$ cat src/common/srpd_regs.svh
// Register offsets, field positions, reset values and timing counts
// Contract
// Writing burst length launches that many pulses if pulser selected and powered.
// Burst length is ignored while the source is continuous.
// Burst field 0,1,2,3 gives 1,2,4,8 pulses; resets to 3.
// Feedback bit 4 picks second loop divider input: prescaler or feedback path.
// Feedback bit 3 picks first loop delay input: reference or feedback path.
// Feedback field 2:1 picks output six, output eight, sysref divider, external.
// Host sets feedback enable for zero delay; clear keeps feedback path off.
// Powerdown bits 7..4 stop first loop, regulator, oscillator core, reference port.
// Global sysref powerdown applies each output's own disable mode.
// Sysref circuit powerdown, reset 1, stops sysref outputs and sync.
// Host clears sysref delay powerdown during sync for deterministic phase.
// Bit 0 disables the pulse generator; reset value 1.
// Enable bit 7 for sysref outputs, bits 6..0 for clock outputs 12..0.
// Writing step count starts adjustment on every enabled output.
// Only a serial register write starts dynamic delay adjustment.
// Host sets sync generation method to 3 before adjustment.
// Step count 0 means none; 1 to 15 perform that many steps.
// Source field 0 normal, 1 reclocked, 2 pulser, 3 continuous.
// Method 3 makes the pulser fire on a burst length write from any source except continuous.
// Reserved bits read zero and writes to them do nothing.
`ifndef SRPD_REGS_SVH
`define SRPD_REGS_SVH
// ==========================================================
// Offsets
`define SRPD_OFS_BURST 9'h13e
`define SRPD_OFS_FB 9'h13f
`define SRPD_OFS_PD 9'h140
`define SRPD_OFS_DDEN 9'h141
`define SRPD_OFS_STEP 9'h142
// ==========================================================
// Writable masks
`define SRPD_MASK_BURST 8'h03
`define SRPD_MASK_FB 8'h1f
`define SRPD_MASK_PD 8'hff
`define SRPD_MASK_DDEN 8'hff
`define SRPD_MASK_STEP 8'h0f
// ==========================================================
// Reset values
`define SRPD_RST_BURST 8'h03
`define SRPD_RST_FB 8'h00
`define SRPD_RST_PD 8'h07
`define SRPD_RST_DDEN 8'h00
`define SRPD_RST_STEP 8'h00
// ==========================================================
// Field positions
`define SRPD_FB_N2_BIT 4
`define SRPD_FB_N1_BIT 3
`define SRPD_FB_SRC_LSB 1
`define SRPD_FB_EN_BIT 0
`define SRPD_PD_PLL1_BIT 7
`define SRPD_PD_LDO_BIT 6
`define SRPD_PD_VCO_BIT 5
`define SRPD_PD_REF_BIT 4
`define SRPD_PD_GBL_BIT 3
`define SRPD_PD_SR_BIT 2
`define SRPD_PD_DLY_BIT 1
`define SRPD_PD_PLSR_BIT 0
`define SRPD_DDEN_SR_BIT 7
// ==========================================================
// Encodings and timing
`define SRPD_SRC_PULSER 2'h2
`define SRPD_SRC_CONT 2'h3
`define SRPD_METHOD_WRITE 2'h3
`define SRPD_PULSE_NS 20
`define SRPD_PULSE_CYC ((`SRPD_PULSE_NS + 9) / 10)
`endif

$ cat src/common/srpd_pkg.sv
// Types shared by the control register group
package srpd_pkg;
    typedef struct packed {
        logic wr;
        logic [8:0] addr;
        logic [7:0] data;
    } srpd_wr_t;

    typedef struct packed {
        logic first_loop_powerdown;
        logic oscillator_regulator_powerdown;
        logic oscillator_core_powerdown;
        logic reference_port_powerdown;
        logic sysref_circuit_powerdown;
        logic sysref_delay_powerdown;
        logic pulse_generator_powerdown;
    } srpd_pd_t;

    typedef struct packed {
        logic second_loop_divider_input_sel;
        logic first_loop_delay_input_sel;
        logic [1:0] feedback_source_field;
        logic feedback_path_enable;
    } srpd_fb_t;

    typedef enum logic [1:0] {
        SRPD_IDLE = 2'b00,
        SRPD_HIGH = 2'b01,
        SRPD_LOW = 2'b10
    } srpd_state_t;
endpackage

$ cat src/verilog/srpd_ctrl.sv
// Sysref, feedback and powerdown control register group
`include "srpd_regs.svh"
module srpd_ctrl
    import srpd_pkg::*;
#(
    parameter int PULSE_CYC = `SRPD_PULSE_CYC,
    parameter int N_SR = 7
) (
    input wire logic clk,
    input wire logic reset,
    input wire logic ce,
    input wire srpd_wr_t wr_in,
    input wire logic [8:0] rd_addr,
    output logic [7:0] rd_data,
    input wire logic [1:0] sysref_source_select,
    input wire logic [1:0] sync_method,
    input wire logic [N_SR-1:0] per_output_disable_mode,
    output srpd_fb_t fb_out,
    output srpd_pd_t pd_out,
    output logic [N_SR-1:0] sysref_output_off,
    output logic sysref_pulse,
    output logic burst_busy,
    output logic [7:0] delay_step,
    output logic delay_active
);
    // ==========================================================
    // Registers
    logic [7:0] burst_reg;
    logic [7:0] fb_reg;
    logic [7:0] pd_reg;
    logic [7:0] dden_reg;
    logic [7:0] step_reg;

    function automatic logic hit(input srpd_wr_t w, input logic [8:0] a);
        return w.wr && (w.addr == a);
    endfunction

    wire wr_burst = hit(wr_in, `SRPD_OFS_BURST);
    wire wr_fb = hit(wr_in, `SRPD_OFS_FB);
    wire wr_pd = hit(wr_in, `SRPD_OFS_PD);
    wire wr_dden = hit(wr_in, `SRPD_OFS_DDEN);
    wire wr_step = hit(wr_in, `SRPD_OFS_STEP);

    always_ff @(posedge clk) begin
        if (reset) begin
            burst_reg <= `SRPD_RST_BURST;
            fb_reg <= `SRPD_RST_FB;
            pd_reg <= `SRPD_RST_PD;
            dden_reg <= `SRPD_RST_DDEN;
            step_reg <= `SRPD_RST_STEP;
        end else if (ce) begin
            // Reserved bits masked off so they read zero
            if (wr_burst) burst_reg <= wr_in.data & `SRPD_MASK_BURST;
            if (wr_fb) fb_reg <= wr_in.data & `SRPD_MASK_FB;
            if (wr_pd) pd_reg <= wr_in.data & `SRPD_MASK_PD;
            if (wr_dden) dden_reg <= wr_in.data & `SRPD_MASK_DDEN;
            if (wr_step) step_reg <= wr_in.data & `SRPD_MASK_STEP;
        end
    end

    // ==========================================================
    // Read mux, unmapped reads zero
    wire [7:0] rd_mux =
        (rd_addr == `SRPD_OFS_BURST) ? burst_reg :
        (rd_addr == `SRPD_OFS_FB) ? fb_reg :
        (rd_addr == `SRPD_OFS_PD) ? pd_reg :
        (rd_addr == `SRPD_OFS_DDEN) ? dden_reg :
        (rd_addr == `SRPD_OFS_STEP) ? step_reg : 8'h00;

    // ==========================================================
    // Burst launch
    wire sr_up = !pd_reg[`SRPD_PD_SR_BIT] && !pd_reg[`SRPD_PD_PLSR_BIT];
    wire src_pulser = (sysref_source_select == `SRPD_SRC_PULSER);
    wire src_cont = (sysref_source_select == `SRPD_SRC_CONT);
    wire method_wr = (sync_method == `SRPD_METHOD_WRITE);
    // Write to burst register fires once; busy burst ignores re-launch
    wire burst_go = wr_burst && sr_up && !src_cont
        && (src_pulser || method_wr);
    wire raw_pulse;
    wire pulser_busy;

    srpd_pulser #(
        .PULSE_CYC(PULSE_CYC)
    ) u_pulser (
        .clk(clk),
        .reset(reset),
        .ce(ce),
        .start(burst_go),
        .burst_code(wr_in.data[1:0]),
        .pulse(raw_pulse),
        .busy(pulser_busy)
    );

    // ==========================================================
    // Dynamic delay
    wire step_raw;
    wire step_busy;
    srpd_stepper u_step (
        .clk(clk),
        .reset(reset),
        .ce(ce),
        .start(wr_step),
        .steps(wr_in.data[3:0]),
        .step(step_raw),
        .active(step_busy)
    );

    // ==========================================================
    // Decoded controls
    wire [N_SR-1:0] gbl_off = pd_reg[`SRPD_PD_GBL_BIT]
        ? per_output_disable_mode : '0;
    wire [N_SR-1:0] off_next = pd_reg[`SRPD_PD_SR_BIT]
        ? '1 : gbl_off;
    wire srpd_fb_t fb_next = '{
        second_loop_divider_input_sel: fb_reg[`SRPD_FB_N2_BIT],
        first_loop_delay_input_sel: fb_reg[`SRPD_FB_N1_BIT],
        feedback_source_field: fb_reg[`SRPD_FB_SRC_LSB +: 2],
        feedback_path_enable: fb_reg[`SRPD_FB_EN_BIT]
    };
    wire srpd_pd_t pd_next = '{
        first_loop_powerdown: pd_reg[`SRPD_PD_PLL1_BIT],
        oscillator_regulator_powerdown: pd_reg[`SRPD_PD_LDO_BIT],
        oscillator_core_powerdown: pd_reg[`SRPD_PD_VCO_BIT],
        reference_port_powerdown: pd_reg[`SRPD_PD_REF_BIT],
        sysref_circuit_powerdown: pd_reg[`SRPD_PD_SR_BIT],
        sysref_delay_powerdown: pd_reg[`SRPD_PD_DLY_BIT],
        pulse_generator_powerdown: pd_reg[`SRPD_PD_PLSR_BIT]
    };
    // Enabled outputs only receive step strobes
    wire [7:0] step_next = step_raw ? dden_reg : 8'h00;

    // ==========================================================
    // Output flops
    always_ff @(posedge clk) begin
        if (reset) begin
            rd_data <= 8'h00;
            fb_out <= '0;
            pd_out <= '0;
            sysref_output_off <= '1;
            sysref_pulse <= 1'b0;
            burst_busy <= 1'b0;
            delay_step <= 8'h00;
            delay_active <= 1'b0;
        end else if (ce) begin
            rd_data <= rd_mux;
            fb_out <= fb_next;
            pd_out <= pd_next;
            sysref_output_off <= off_next;
            // Powerdown mid-burst silences the pulse at once
            sysref_pulse <= raw_pulse && sr_up;
            burst_busy <= pulser_busy;
            delay_step <= step_next;
            delay_active <= step_busy;
        end
    end
endmodule

$ cat src/verilog/srpd_pulser.sv
// Sysref burst generator
`include "srpd_regs.svh"
module srpd_pulser
    import srpd_pkg::*;
#(
    parameter int PULSE_CYC = `SRPD_PULSE_CYC
) (
    input wire logic clk,
    input wire logic reset,
    input wire logic ce,
    input wire logic start,
    input wire logic [1:0] burst_code,
    output logic pulse,
    output logic busy
);
    // ==========================================================
    // Burst sequencer
    srpd_state_t state_reg;
    srpd_state_t state_next;
    logic [3:0] left_reg;
    logic [7:0] cyc_reg;
    wire cyc_done = (cyc_reg == 8'(PULSE_CYC - 1));
    wire [3:0] burst_len = 4'h1 << burst_code;

    always_comb begin
        state_next = state_reg;
        case (state_reg)
            SRPD_IDLE: if (start) state_next = SRPD_HIGH;
            SRPD_HIGH: if (cyc_done) state_next = SRPD_LOW;
            SRPD_LOW: begin
                if (cyc_done) begin
                    state_next = (left_reg == 4'h1) ? SRPD_IDLE : SRPD_HIGH;
                end
            end
            default: state_next = SRPD_IDLE;
        endcase
    end

    always_ff @(posedge clk) begin
        if (reset) begin
            state_reg <= SRPD_IDLE;
            left_reg <= 4'h0;
            cyc_reg <= 8'h00;
            pulse <= 1'b0;
            busy <= 1'b0;
        end else if (ce) begin
            state_reg <= state_next;
            cyc_reg <= (state_reg == SRPD_IDLE || cyc_done) ? 8'h00
                : cyc_reg + 8'h01;
            if (state_reg == SRPD_IDLE && start) left_reg <= burst_len;
            else if (state_reg == SRPD_LOW && cyc_done)
                left_reg <= left_reg - 4'h1;
            pulse <= (state_next == SRPD_HIGH);
            busy <= (state_next != SRPD_IDLE);
        end
    end
endmodule

$ cat src/verilog/srpd_stepper.sv
// Dynamic delay step sequencer, one step strobe per cycle
module srpd_stepper (
    input wire logic clk,
    input wire logic reset,
    input wire logic ce,
    input wire logic start,
    input wire logic [3:0] steps,
    output logic step,
    output logic active
);
    // ==========================================================
    // Step counter
    logic [3:0] left_reg;
    always_ff @(posedge clk) begin
        if (reset) begin
            left_reg <= 4'h0;
            step <= 1'b0;
            active <= 1'b0;
        end else if (ce) begin
            if (start) begin
                left_reg <= steps;
                step <= 1'b0;
                active <= (steps != 4'h0);
            end else if (left_reg != 4'h0) begin
                left_reg <= left_reg - 4'h1;
                step <= 1'b1;
                active <= 1'b1;
            end else begin
                step <= 1'b0;
                active <= 1'b0;
            end
        end
    end
endmodule
$ cat config.mk
export PLATFORM = sky130hd
export DESIGN_NAME = srpd_ctrl
export DESIGN_NICKNAME = d
export VERILOG_FILES = /design/src/common/srpd_pkg.sv /design/src/verilog/srpd_ctrl.sv /design/src/verilog/srpd_pulser.sv /design/src/verilog/srpd_stepper.sv
export VERILOG_INCLUDE_DIRS = /design/src /design/src/common
export SDC_FILE = /design/constraint.sdc
export NUM_CORES = 1
export LEC_CHECK = 0
export BUFFER_PORTS_ARGS = -buffer_cell sky130_fd_sc_hd__buf_2
export CAP_MARGIN = 30
export CORE_ASPECT_RATIO = 2
export CORE_MARGIN = 2
export CORE_UTILIZATION = 51
export CTS_BUF_LIST = sky130_fd_sc_hd__clkbuf_4 sky130_fd_sc_hd__clkbuf_8
export CTS_CLUSTER_SIZE = 28
export DETAILED_ROUTE_END_ITERATION = 16
export PLACE_DENSITY = 0.78
export SETUP_SLACK_MARGIN = 0.5
export SLEW_MARGIN = 5
export SYNTH_ARGS = -nofsm -noshare
export SYNTH_HDL_FRONTEND = slang
export SYNTH_SLANG_ARGS = --single-unit
$ cat constraint.sdc
create_clock -name clk -period 1.5 [get_ports clk]
set_input_delay 0.075 -clock clk [delete_from_list [all_inputs] [get_ports clk]]
set_output_delay 0.075 -clock clk [all_outputs]
set_load 0.01 [all_outputs]
==> flow_results.org, run 1 <==
** Route
- Detail-routed via count per cell :: 5.94
- DRC violation count after routing :: 0
- In the final routed layout, each cell accounts on average for about 18 um.
- For this block, the routed nets add up to 12100 um of wire.
- After the first detailed-routing iteration, the DRC count stood at between 300 and 400.
- Via Count :: ~4000
- Antenna Violating Nets Remaining :: 0
- First-pass detailed-route iteration total :: 5

** Worst setup path
- The worst setup path is launched from a flop.
- The worst setup path is of the reg -> reg kind.
- Broken down by cell family, the worst path's largest delay share belongs to compound AO/OA/AOI/OAI gates.
- At the worst endpoint, the required time is around 1.8 ns.
- The startpoint identified for the worst register-to-register timing path is pd_reg[2].
- Highest fanout seen on the critical path :: 5
- Critical Path Sink Type :: flop
- Critical-path cell with the highest stage delay :: sky130_fd_sc_hd__dfxtp_2
- Destination of the worst register-to-register timing path :: u_pulser.pulse
- Together, buffers and inverters on the worst path number 1.
- R2r setup slk :: -0.30 ns
- On the worst path, the slowest cell contributes a delay of 0.33 ns.
- R2r worst-path depth :: 6
- Signal arrival time at the worst endpoint :: approximately 2.1 ns
- Cell-by-cell trace of the critical path :: nor4_2 -> o21ai_1 -> nand3b_1 -> buf_6 -> a21o_1 -> a311oi_1

** STA
- Finish-stage setup viols :: 8
- Setup_tns :: -1.36 ns
- The count of final hold-check violations is 0.
- The final-report max-slew violation count is 0.
- Setup WS post-layout :: -0.298 ns
- Final Hold Slack :: slightly below 0.04 ns
- Of the available clock period, the critical path in the final layout requires 120%.
- Derived from the worst setup path, the maximum achievable clock frequency is 556 MHz.
- Setup repair after global routing could not meet its margin everywhere.
- At the pin with the least slew margin, the transition time is 0.450 ns.
- Skew final :: 0.0151 ns
- Headroom to the max-slew limit :: 70.0%
- After layout, the minimum clock period comes to 1.80 ns.

** Final layout
- After filler insertion, the fill cell instance count of the layout stands at roughly 530.
- Inserted Diodes :: 0
- Leading cell type in the layout, fill and taps excluded :: sky130_fd_sc_hd__dfxtp_1
- For this run, the post-layout net count is approximately 620.
- Compared with the post-synthesis result, the final layout area differs by 41.5%.
- Leaving out fill and tap cells, the most frequent cells in the layout are sky130_fd_sc_hd__dfxtp_1 (76), sky130_fd_sc_hd__buf_2 (74), sky130_fd_sc_hd__nor2_1 (60).
- In the final layout, the share of cells above drive strength 1 is around 42%.
- Register area :: 0.00176 mm^2
- The multi-input combinational cells in the finished layout cover a total of 0.00241 mm^2.

** Floorplanning
- Boundary pin count :: slightly below 80
- The total area inside the core boundary comes to between 0.007 and 0.008 mm^2.
- In this run the core area contains 45 standard-cell rows.
- Total die area :: 0.00851 mm^2
- The initial utilization of the core area, before any placement, comes to a little over half.
- Die width :: 66.2 um
- Die extent in y :: 128 um

** Clock network
- Clock-pin slew of the registers on the worst-case setup and hold paths :: roughly 0.090 ns
- Cell at the root of the clock tree :: sky130_fd_sc_hd__clkbuf_8
- Clock tree from TritonCTS :: yes
- Deepest clock path buffer count :: 2
- Number of levels in the clock H-tree :: 3
- In this run, CTS created clock tree buffers numbering 9.
- Number of clock sinks :: 87
- For the worst-skew pair, the clock arrives at the later sink with an insertion delay of 0.36 ns.

** Global routing
- Pin count of the biggest net entering global routing :: 54
- All-layer global routing usage :: 26.5%
- Number of global-route vias before repair :: between 3000 and 4000
- The first global-routing pass estimated about 17000 um of wire.
- The initial antenna violation count was 0.
- The total overflow left after global routing is 0.

** Placement
- HPWL after detailed placement :: between 7000 and 8000 um
- Routability-driven placement finished with a final weighted congestion of 0.870.
- Port buffering added slightly below 80 buffers.

** Yosys
- Cell Area, Synth :: roughly 0.004 mm^2
- Fraction of the yosys area taken by sequential cells :: between 40% and 50%
- Leading area contributor after synthesis :: sky130_fd_sc_hd__dfxtp_1
- Total of warnings raised by yosys :: 0
- When the netlist entered floorplanning its net count stood at 499.
- In this run, synthesis inferred 0 flip-flops with an integrated enable.
- Yosys attributes the largest share of cell area to sky130_fd_sc_hd__dfxtp_1 (44%), sky130_fd_sc_hd__mux2i_1 (9.4%), sky130_fd_sc_hd__nor2_1 (6.1%).
- The synthesized design contains between 80 and 90 register bits.
- Share of flip-flops with an asynchronous set or reset :: 0%
- In the synthesized netlist, the number of instances is between 400 and 500.
- Synthesized area divided by synthesized cell count :: a little under 9 um^2
- After synthesis, the largest area contributor takes up approximately 44% of total cell area.
- Primary FF master, synth :: sky130_fd_sc_hd__dfxtp_1
- Distinct cell type count of the synthesized netlist :: 56

** Pwr
- Power spread over the standard cell area amounts to 982 mW/mm^2.
- Static leakage power :: ~2.3 nW
- VDD sags by at most about 1200 uV.

** Status
- The checks that failed: negative setup slack.
- Outcome :: finished, violations left

** Hold path
- Path type of the worst min-delay path :: in -> reg
- The worst hold path passes through 4 cells.
- In this run the most critical hold path is launched from per_output_disable_mode[5].
- For hold timing, the worst endpoint is sysref_output_off[5].

** Run
- Max cap viols :: 0
## cell families after synthesis
group,share of synthesized area [%]
compound gates,14.5
xor+xnor,1.55
fa+ha+maj,1.90
buf+inv,4.31
flops,44.1
mux,11.7
simple gates,22.0
## power breakdown
| part | internal [mW] | switching, mW | total (mW) | leakage [nW] |
|---|---|---|---|---|
| Combinational | 0.658 | 0.656 | 1.31 | 1.48 |
| Clock | 0.831 | 0.838 | 1.67 | 0.0955 |
| Sequential | 2.41 | 0.101 | 2.51 | 0.707 |
| Total | 3.89 | 1.60 | 5.49 | 2.29 |
## routing by layer
metal	vias up	track usage, %	part of all wire (%)
li1	1853	-	-
met1	1948	29.3	37
met2	165	45.8	54
met4	0	15.5	4.2
met5	-	0	0
met3	37	4.81	5.0
## per-stage QoR
stage | std cells | instance area [um^2] | setup slack, ns | utilization (%) | power [mW]
2_1_floorplan | 452 | 4080 | -0.107 | - | 3.12
3_3_place_gp | 626 | 4710 | -0.0932 | 62.5 | 3.35
3_5_place_dp | 626 | 4710 | -0.204 | 62.5 | 3.40
4_1_cts | 660 | 5300 | -0.146 | 70.2 | 5.17
5_1_grt | 674 | 5590 | -0.396 | 74.1 | 5.68
6_report | 674 | 5590 | -0.298 | 74.1 | 5.49
## worst max path at each step
| stage | start | to | depth (start not counted) |
|---|---|---|---|
| 2_1_floorplan | u_pulser.state_reg[1] | u_pulser.left_reg[0] | 6 |
| 3_3_place_gp | pd_reg[0] | u_pulser.left_reg[2] | 6 |
| 3_5_place_dp | pd_reg[0] | u_pulser.left_reg[2] | 6 |
| 4_1_cts | pd_reg[0] | u_pulser.pulse | 6 |
| 5_1_grt | pd_reg[2] | u_pulser.pulse | 6 |
| 6_report | pd_reg[2] | u_pulser.pulse | 6 |
## layout make-up
cell class	count	share of cell area (%)
flip-flops and latches	87	31.5
clock buffers	11	2.60
clock inverters	4	0.963
multi-input cells	321	43.1
inverters	10	0.672
well taps	94	2.10
repair buffers	147	19.1
## timing repair
item / 4_1_cts / 5_1_grt
setup buffers: 14 / 14
cloned: 1 / 0
hold buffers: 4 / 0
endpoints found under the hold margin: 7 / 0
resized for setup: 64 / 45
endpoints found under the setup margin: 52 / 59
pin swaps: 39 / 23
## cells in the mapped netlist, types with 7 or more instances
master	n
sky130_fd_sc_hd__clkbuf_1	25
sky130_fd_sc_hd__o21ai_0	8
sky130_fd_sc_hd__nand3_1	24
sky130_fd_sc_hd__mux2i_1	37
sky130_fd_sc_hd__inv_1	9
sky130_fd_sc_hd__dfxtp_1	87
sky130_fd_sc_hd__nor2b_1	7
sky130_fd_sc_hd__a21oi_1	31
sky130_fd_sc_hd__a211o_1	12
sky130_fd_sc_hd__nand2_1	37
sky130_fd_sc_hd__mux2_2	7
sky130_fd_sc_hd__nor2_1	64
## worst reg2reg max path, cell delays in order (launching register included)
cell                       delay, ns
sky130_fd_sc_hd__dfxtp_2        0.33
sky130_fd_sc_hd__nor4_2         0.28
sky130_fd_sc_hd__o21ai_1        0.15
sky130_fd_sc_hd__nand3b_1       0.30
sky130_fd_sc_hd__buf_6          0.20
sky130_fd_sc_hd__a21o_1         0.15
sky130_fd_sc_hd__a311oi_1       0.29
Note: power is estimated with default switching activity, not from simulation.
==> inputs of run 2 (changes only) <==
Settings changed: CORE_UTILIZATION 51 to 57, PLACE_DENSITY 0.78 to 0.82.
Clock period 1.5 ns to 2.05 ns, I/O delays scaled along.
==> run 2 against run 1 <==
Clock power is 37% lower. First-iteration DRC count is 37% lower. Die area is 10% lower. Critical endpoint is now u_pulser.left_reg[0]. Critical path depth stayed put. The flow now finishes without violations. Sequential share of layout area is 4.7 points higher. Sequential power is 28% lower. Register-to-register slack better by 0.64 ns. Utilization is 3.3 points lower. Non-clock buffer count is 44 lower.
==> flow_results.org, run 2 (synthesis results as in run 1) <==
** Route
- The via count normalized by instance count was 5.75 (-3.2%).
- The number of DRC markers after the initial detailed-route iteration is 208 (-37%).
- The number of routed nets with antenna violations was 0 (unchanged).
- The via count was 3598 (-10%).
- Per-cell routed wire length :: 15.2 um (-16%)
- The residual DRC count was 0 (unchanged).
- Total routed wirelength :: 9530 um (-22%)
- The number of optimization iterations in the first detailed-route pass came to 4 (-1).

** Final layout
- Relative to the synthesized area, the layout overhead comes to 22.4%.
- The share of the core filled with cells in the final layout is 70.7% (-3.3 points).
- Number of nets in the layout :: 579 (-7.1%)
- The flip-flop and latch area is 0.00175 mm^2 (-0.50%).
- Commonest cells after routing, fill and taps aside :: sky130_fd_sc_hd__dfxtp_1 (83), sky130_fd_sc_hd__buf_2 (78), sky130_fd_sc_hd__nor2_1 (64)
- Share of post-route cells with drive strength above 1 :: 27.8% (-14 points)
- The number of antenna diodes is 0 (unchanged).
- The multi-input logic area was 0.00217 mm^2 (-9.8%).
- The non-filler instance count after layout is 626 (-7.1%).
- Layout filler cell count :: 564 (+5.8%)
- The library cell used most frequently in the layout, excluding fill and tap cells, is sky130_fd_sc_hd__dfxtp_1.

** Worst setup path
- The critical path ends at u_pulser.left_reg[0].
- The critical path arrival came to 1.98 ns (-0.08 ns).
- Crit. Startpoint :: u_pulser.state_reg[1]
- Crit Path Class :: reg -> reg
- The maximum fanout along the worst path came to 7 (+2).
- Largest stage delay on the critical path :: 0.37 ns (+0.04 ns)
- The worst reg2reg path depth came to 6 (unchanged).
- The critical path goes through nor4_4 -> o21ai_1 -> nand3b_1 -> buf_6 -> or3_4 -> a211oi_2.
- STA classifies the critical path startpoint as a flop.
- Critical-path cell with the highest stage delay :: sky130_fd_sc_hd__dfxtp_4
- Destination of the worst register-to-register timing path :: u_pulser.left_reg[0]
- R2r setup slk :: 0.35 ns (+0.64 ns)
- The worst register-to-register path begins at u_pulser.state_reg[1].
- STA classifies the critical path endpoint as a flop.
- The required time of the critical path is 2.33 ns (+0.57 ns).

** Placement
- Placer congestion estimate :: 0.874 (+0.40%)
- The number of placed instances, taps included is 597 (-4.6%).
- HPWL after detailed placement :: 6380 um (-15%)
- The number of port buffers is 78 (unchanged).
- Post-placement setup slack :: 0.235 ns (+0.438 ns)

** Floorplanning
- The count of pins on the block boundary was 79 (unchanged).
- Initial cell density of the core :: 57.8% (+5.5 points)
- The die height is 122 um (-5.2%).
- Floorplan row count :: 43 (-4.4%)
- The full die area came to 0.00765 mm^2 (-10%).
- Die width :: 62.9 um (-5.1%)
- The core footprint is 0.00683 mm^2 (-9.4%).

** Hold path
- The path class of the tightest hold or removal check is in -> reg.

** Clock network
- TritonCTS built the clock tree.
- Number of clock buffers inserted by TritonCTS :: 9 (unchanged)
- CTS placed an instance of sky130_fd_sc_hd__clkbuf_8 at the clock tree root.
- The maximum buffer depth of the clock tree came to 2 (unchanged).
- The clock insertion delay at the later pin of the skew report is 0.36 ns (about the same).
- The clock net sink count came to 87 (unchanged).
- Number of levels in the clock H-tree :: 3 (unchanged)
- The clock edge transition at the registers on the reported setup and hold paths came to 0.09 ns (about the same).

** STA
- The setup slack after layout was 0.347 ns (+0.645 ns).
- Fin. max-slew vios :: 0 (unchanged)
- Setup repair after global routing could not meet its margin everywhere.
- The ratio of final minimum period to clock period is 83.1% (-37 points).
- The final setup TNS is 0 ns (+1.36 ns).
- The shortest clock period the worst path allows after layout is 1.70 ns (-0.0946 ns).
- The largest clock skew in the final design came to 0.00797 ns (-0.00716 ns).
- The achievable frequency is 587 MHz (+5.6%).
- The worst relative slew slack came to 63.6% (-6.4 points).
- Final Hold Violating Endpoints :: 0 (unchanged)
- The transition time of the tightest slew-check pin came to 0.546 ns (+0.0964 ns).
- Finish-stage setup viols :: 0 (-8)

** Status
- Outcome :: finished clean

** Global routing
- The initial antenna violation count is 0 (unchanged).
- The aggregate global-route resource usage came to 25.2% (-1.2 points).
- The remaining global-route overflow is 0 (unchanged).
- The number of global-route vias before repair is 3303 (-11%).
- Global-route wire length before repair :: 15200 um (-12%)
- Pin count of the biggest net entering global routing :: 57 (+5.6%)

** Run
- Max cap viols :: 0 (unchanged)

** Pwr
- PD cells :: 710 mW/mm^2 (-28%)
- Max IR drop VDD :: 770 uV (-36%)
- The static leakage came to 1.95 nW (-15%).
-- run 2: changes by cell type in the layout (fill, tap and decap cells not counted), moves of 4 or more --
cell	delta
sky130_fd_sc_hd__nor2_1	+4
sky130_fd_sc_hd__dfxtp_1	+7
sky130_fd_sc_hd__buf_2	+4
sky130_fd_sc_hd__nand3_2	-4
sky130_fd_sc_hd__nand2_2	-5
sky130_fd_sc_hd__o21ai_0	+4
sky130_fd_sc_hd__buf_4	-21
sky130_fd_sc_hd__nand3_1	+4
sky130_fd_sc_hd__buf_6	-20
sky130_fd_sc_hd__nand2_1	+6
sky130_fd_sc_hd__a21oi_2	-12
sky130_fd_sc_hd__dfxtp_2	-7
sky130_fd_sc_hd__a21oi_1	+13
-- run 2: cell type report --
class | count | share of cell area, %
flip-flops and latches | 87 | 36.2
well taps | 90 | 2.33
multi-input cells | 321 | 45.0
inverters | 10 | 0.777
clock inverters | 6 | 0.958
clock buffers | 9 | 2.56
repair buffers | 103 | 12.2
-- run 2: critical path, delay by kind of cell (launching register included) --
family	cells	cell delay, ns
DFF	1	0.37
AOI/OAI and AO/OA	2	0.32
buffers and inverters	1	0.15
and+or+nand+nor	3	0.79
-- run 2: worst min-delay path by stage --
stage                         from           to  slack (ns)  depth (start not counted)
after global routing      wr_in[4]    fb_reg[4]        0.03                          3
final                     wr_in[4]    fb_reg[4]        0.03                          3
after global placement    wr_in[5]  dden_reg[5]        0.36                          3
after floorplan           wr_in[2]    pd_reg[2]        0.22                          1
after detailed placement  wr_in[5]    pd_reg[5]        0.36                          3
after CTS                 wr_in[4]    fb_reg[4]        0.02                          3
-- run 2: layer usage --
layer | routed length, um | vias to the layer above | GRT usage (%)
li1 | - | 1757 | -
met1 | 3990 | 1697 | 30.8
met2 | 4770 | 126 | 42.6
met3 | 526 | 18 | 5.36
met4 | 244 | 0 | 11.3
met5 | 0 | - | 0
-- run 2: power breakdown --
| group | switching (mW) | internal, mW |
|---|---|---|
| clock | 0.623 | 0.441 |
| combinational | 0.316 | 0.240 |
| sequential | 0.0582 | 1.75 |
| total | 0.997 | 2.43 |
-- run 2: through the flow --
step                      area [um^2]  power [mW]  hold WS, ns
after floorplan                  3980        2.21        0.220
after global placement           4430        2.35        0.361
after detailed placement         4430        2.37        0.361
after CTS                        4740        3.43       0.0174
after global routing             4830        3.60       0.0316
final                            4830        3.43       0.0256
-- run 2: repair_timing --
action,CTS,global route
endpoints found under the setup margin,14,29
gates resized for setup,14,13
pin swaps,7,6
hold endpoints to repair,6,0
hold buffers,3,0
buffers inserted,8,3
==> inputs of run 3 (changes only) <==
Clock period 2.05 ns to 1.6 ns, I/O delays scaled along.
==> run 3 against run 2 <==
The run now ends with negative setup slack left. First-iteration DRC count grew 61%. Final cell count grew 4.3%. Global-route usage grew 3.3 points. Sequential power grew 30%. Flip-flop and latch count is the same. Critical path depth shrank 1. Maximum frequency grew 0.74%. Sequential share of layout area shrank 3.0 points. Non-clock buffer count grew 27. Clock-buffer cell count grew 1. Critical path type unchanged. Largest cell class unchanged. Largest power group unchanged.
==> flow_results.org, run 3 (synthesis results as in run 1) <==
** Pwr
- Combinational power share :: 21.6% (+5.4 points)
- The power spent charging and discharging nets came to 1.43 mW (+44%).
- The proportion of total power due to net switching came to 29.8% (+0.76 points).
- Static leakage power :: 2.18 nW (+12%)
- The overall power consumption is 4.81 mW (+40%).
- The areal power density over the cells is 909 mW/mm^2 (+28%).
- The power share of the sequential group came to 48.9% (-3.9 points).
- Max IR drop VDD :: 772 uV (+0.20%)
- The clock power share is 29.5% (-1.5 points).
- Internal :: 3.38 mW (+39%)

** Route
- Antenna Violating Nets Remaining :: 0 (unchanged)
- The via count is 3911 (+8.7%).
- Detail-routed via count per cell :: 5.99 (+4.2%)
- The routed wire length came to 11700 um (+23%).
- The number of optimization iterations in the first detailed-route pass is 5 (+1).
- The per-cell routed wire length came to 17.9 um (+17%).
- The residual DRC count is 0 (unchanged).
- Iter 0 DRT Violations :: 335 (+61%)

** STA
- The number of setup violations in the final report is 5 (+5).
- The count of final hold-check violations was 0 (unchanged).
- The hold slack was 0.0309 ns (+0.00526 ns).
- Peak Freq :: 592 MHz (+0.74%)
- Setup WS post-layout :: -0.0905 ns (-0.438 ns)
- Setup repair after global routing could not meet its margin everywhere.
- Skew final :: 0.0115 ns (+0.00354 ns)
- The worst relative slew slack came to 71.9% (+8.3 points).
- Fin. max-slew vios :: 0 (unchanged)
- Final critical delay including setup and external delays :: 1.69 ns (-0.0124 ns)
- The ratio of final minimum period to clock period is 106% (+23 points).
- Least-Margin Pin Slew :: 0.422 ns (-0.124 ns)

** Worst setup path
- The worst setup path is of the reg -> reg kind.
- Crit. Startpoint :: u_pulser.state_reg[1]
- The critical path arrival is 1.98 ns (about the same).
- The startpoint identified for the worst register-to-register timing path is u_pulser.state_reg[1].
- The required time of the critical path came to 1.89 ns (-0.44 ns).
- STA classifies the critical path startpoint as a flop.
- Highest fanout seen on the critical path :: 4 (-3)
- Critical Path Sink Type :: flop

** Global routing
- The first-pass GRT wire length is 17200 um (+13%).
- The pin count of the biggest net entering global routing came to 40 (-30%).
- Sum of overflow across all layers after global routing :: 0 (unchanged)
- The aggregate global-route resource usage was 28.5% (+3.3 points).
- Antenna violations before repair :: 0 (unchanged)
- The number of global-route vias before repair is 3707 (+12%).

** Floorplanning
- Floorplan row count :: 43 (unchanged)
- Boundary pin count :: 79 (unchanged)
- Initial cell density of the core :: 57.8% (unchanged)
- Die width :: 62.9 um (unchanged)
- Total die area :: 0.00765 mm^2 (unchanged)
- The die height was 122 um (unchanged).
- Placeable core region :: 0.00683 mm^2 (unchanged)

** Final layout
- Number of nets in the layout :: 606 (+4.7%)
- The proportion of layout cells with a drive suffix above 1 is 37.7% (+9.9 points).
- Commonest cells after routing, fill and taps aside :: sky130_fd_sc_hd__dfxtp_1 (76), sky130_fd_sc_hd__buf_2 (75), sky130_fd_sc_hd__nor2_1 (58)
- The fill cell instance count of the final layout was 451 (-20%).
- Leaving out fill and tap cells, the most frequent cell in the layout is sky130_fd_sc_hd__dfxtp_1.
- Inserted Diodes :: 0 (unchanged)
- Post-synthesis to final-layout area growth :: 34.1%
- Final non-filler cell area :: 0.00530 mm^2 (+9.6%)
- The non-filler instance count after layout was 653 (+4.3%).

** Placement
- Placer congestion estimate :: 0.841 (-3.7%)
- The setup slack after placement came to -0.108 ns (-0.342 ns).
- The total placed instance area came to 0.00465 mm^2 (+5.0%).
- The number of placed instances, taps included came to 617 (+3.4%).
- HPWL after detailed placement :: 6970 um (+9.2%)
- The number of port buffers was 78 (unchanged).

** Clock network
- The tree is rooted in a sky130_fd_sc_hd__clkbuf_8.
- Clock-pin slew of the registers on the worst-case setup and hold paths :: 0.09 ns (about the same)
- Number of clock buffers inserted by TritonCTS :: 9 (unchanged)
- The maximum buffer depth of the clock tree came to 2 (unchanged).
- Clock Latency Late Sink :: 0.37 ns (about the same)
- Clock tree from TritonCTS :: yes
- The H-tree depth is 3 (unchanged).
- Number of clock sinks :: 87 (unchanged)

** Run
- The number of maximum-capacitance violations came to 0 (unchanged).

** Hold path
- Startpoint of the lowest-slack hold path :: per_output_disable_mode[0]
- The worst hold path belongs to the class in -> reg.

** Status
- Outcome :: finished, violations left
- Violations in the final reports :: negative setup slack
## run 3: timing repair
action,4_1_cts,5_1_grt
setup endpoints to repair,41,49
hold buffers,4,0
gates cloned,0,1
hold endpoints to repair,7,0
pin swaps,15,15
buffers inserted,9,7
gates resized for setup,43,34
## run 3: through the flow
step	setup TNS, ns	utilization (%)
after floorplan	-0.00713	-
after global placement	0	68.1
after detailed placement	-0.356	68.1
after CTS	-0.209	74.4
after global routing	-0.912	77.5
final	-0.351	77.5
## run 3: critical path: stages (launching register included)
cell	delay [ns]
sky130_fd_sc_hd__dfxtp_2	0.35
sky130_fd_sc_hd__nor4_4	0.28
sky130_fd_sc_hd__o21ai_2	0.11
sky130_fd_sc_hd__nand3b_1	0.27
sky130_fd_sc_hd__or3_4	0.42
sky130_fd_sc_hd__a211oi_2	0.18
## run 3: area by class of cell
type	instances	area, um^2	share of cell area, %
Clock buffer	10	138	2.60
Clock inverter	5	40.0	0.756
Inverter	10	40.0	0.756
Multi-Input combinational cell	321	2340	44.1
Sequential cell	87	1760	33.2
Tap cell	90	113	2.13
Timing Repair Buffer	130	868	16.4
## run 3: final timing paths
kind | endpoint | slack [ns] | cells after the start
setup / recovery | u_pulser.left_reg[0] | -0.09 | 5
hold / removal | sysref_output_off[0] | 0.03 | 4
setup reg to reg | u_pulser.left_reg[0] | -0.09 | 5
hold reg to reg | delay_step[2] | 0.46 | 2
## run 3: power by group through the flow
stage	clock network, mW	registers, mW	logic (mW)
floorplan	0	2.36	0.563
global placement	0	2.38	0.736
detailed placement	0	2.39	0.771
CTS	1.43	2.35	0.857
global route	1.52	2.37	1.12
finish	1.42	2.35	1.04
## run 3: routing by layer
layer  track usage (%)  wire length, um  part of all wire [%]
met5                 0                0                     0
met4              15.3              336                   2.9
met3              4.52              688                   5.9
met2              50.5             6150                    53
met1              32.6             4500                    39
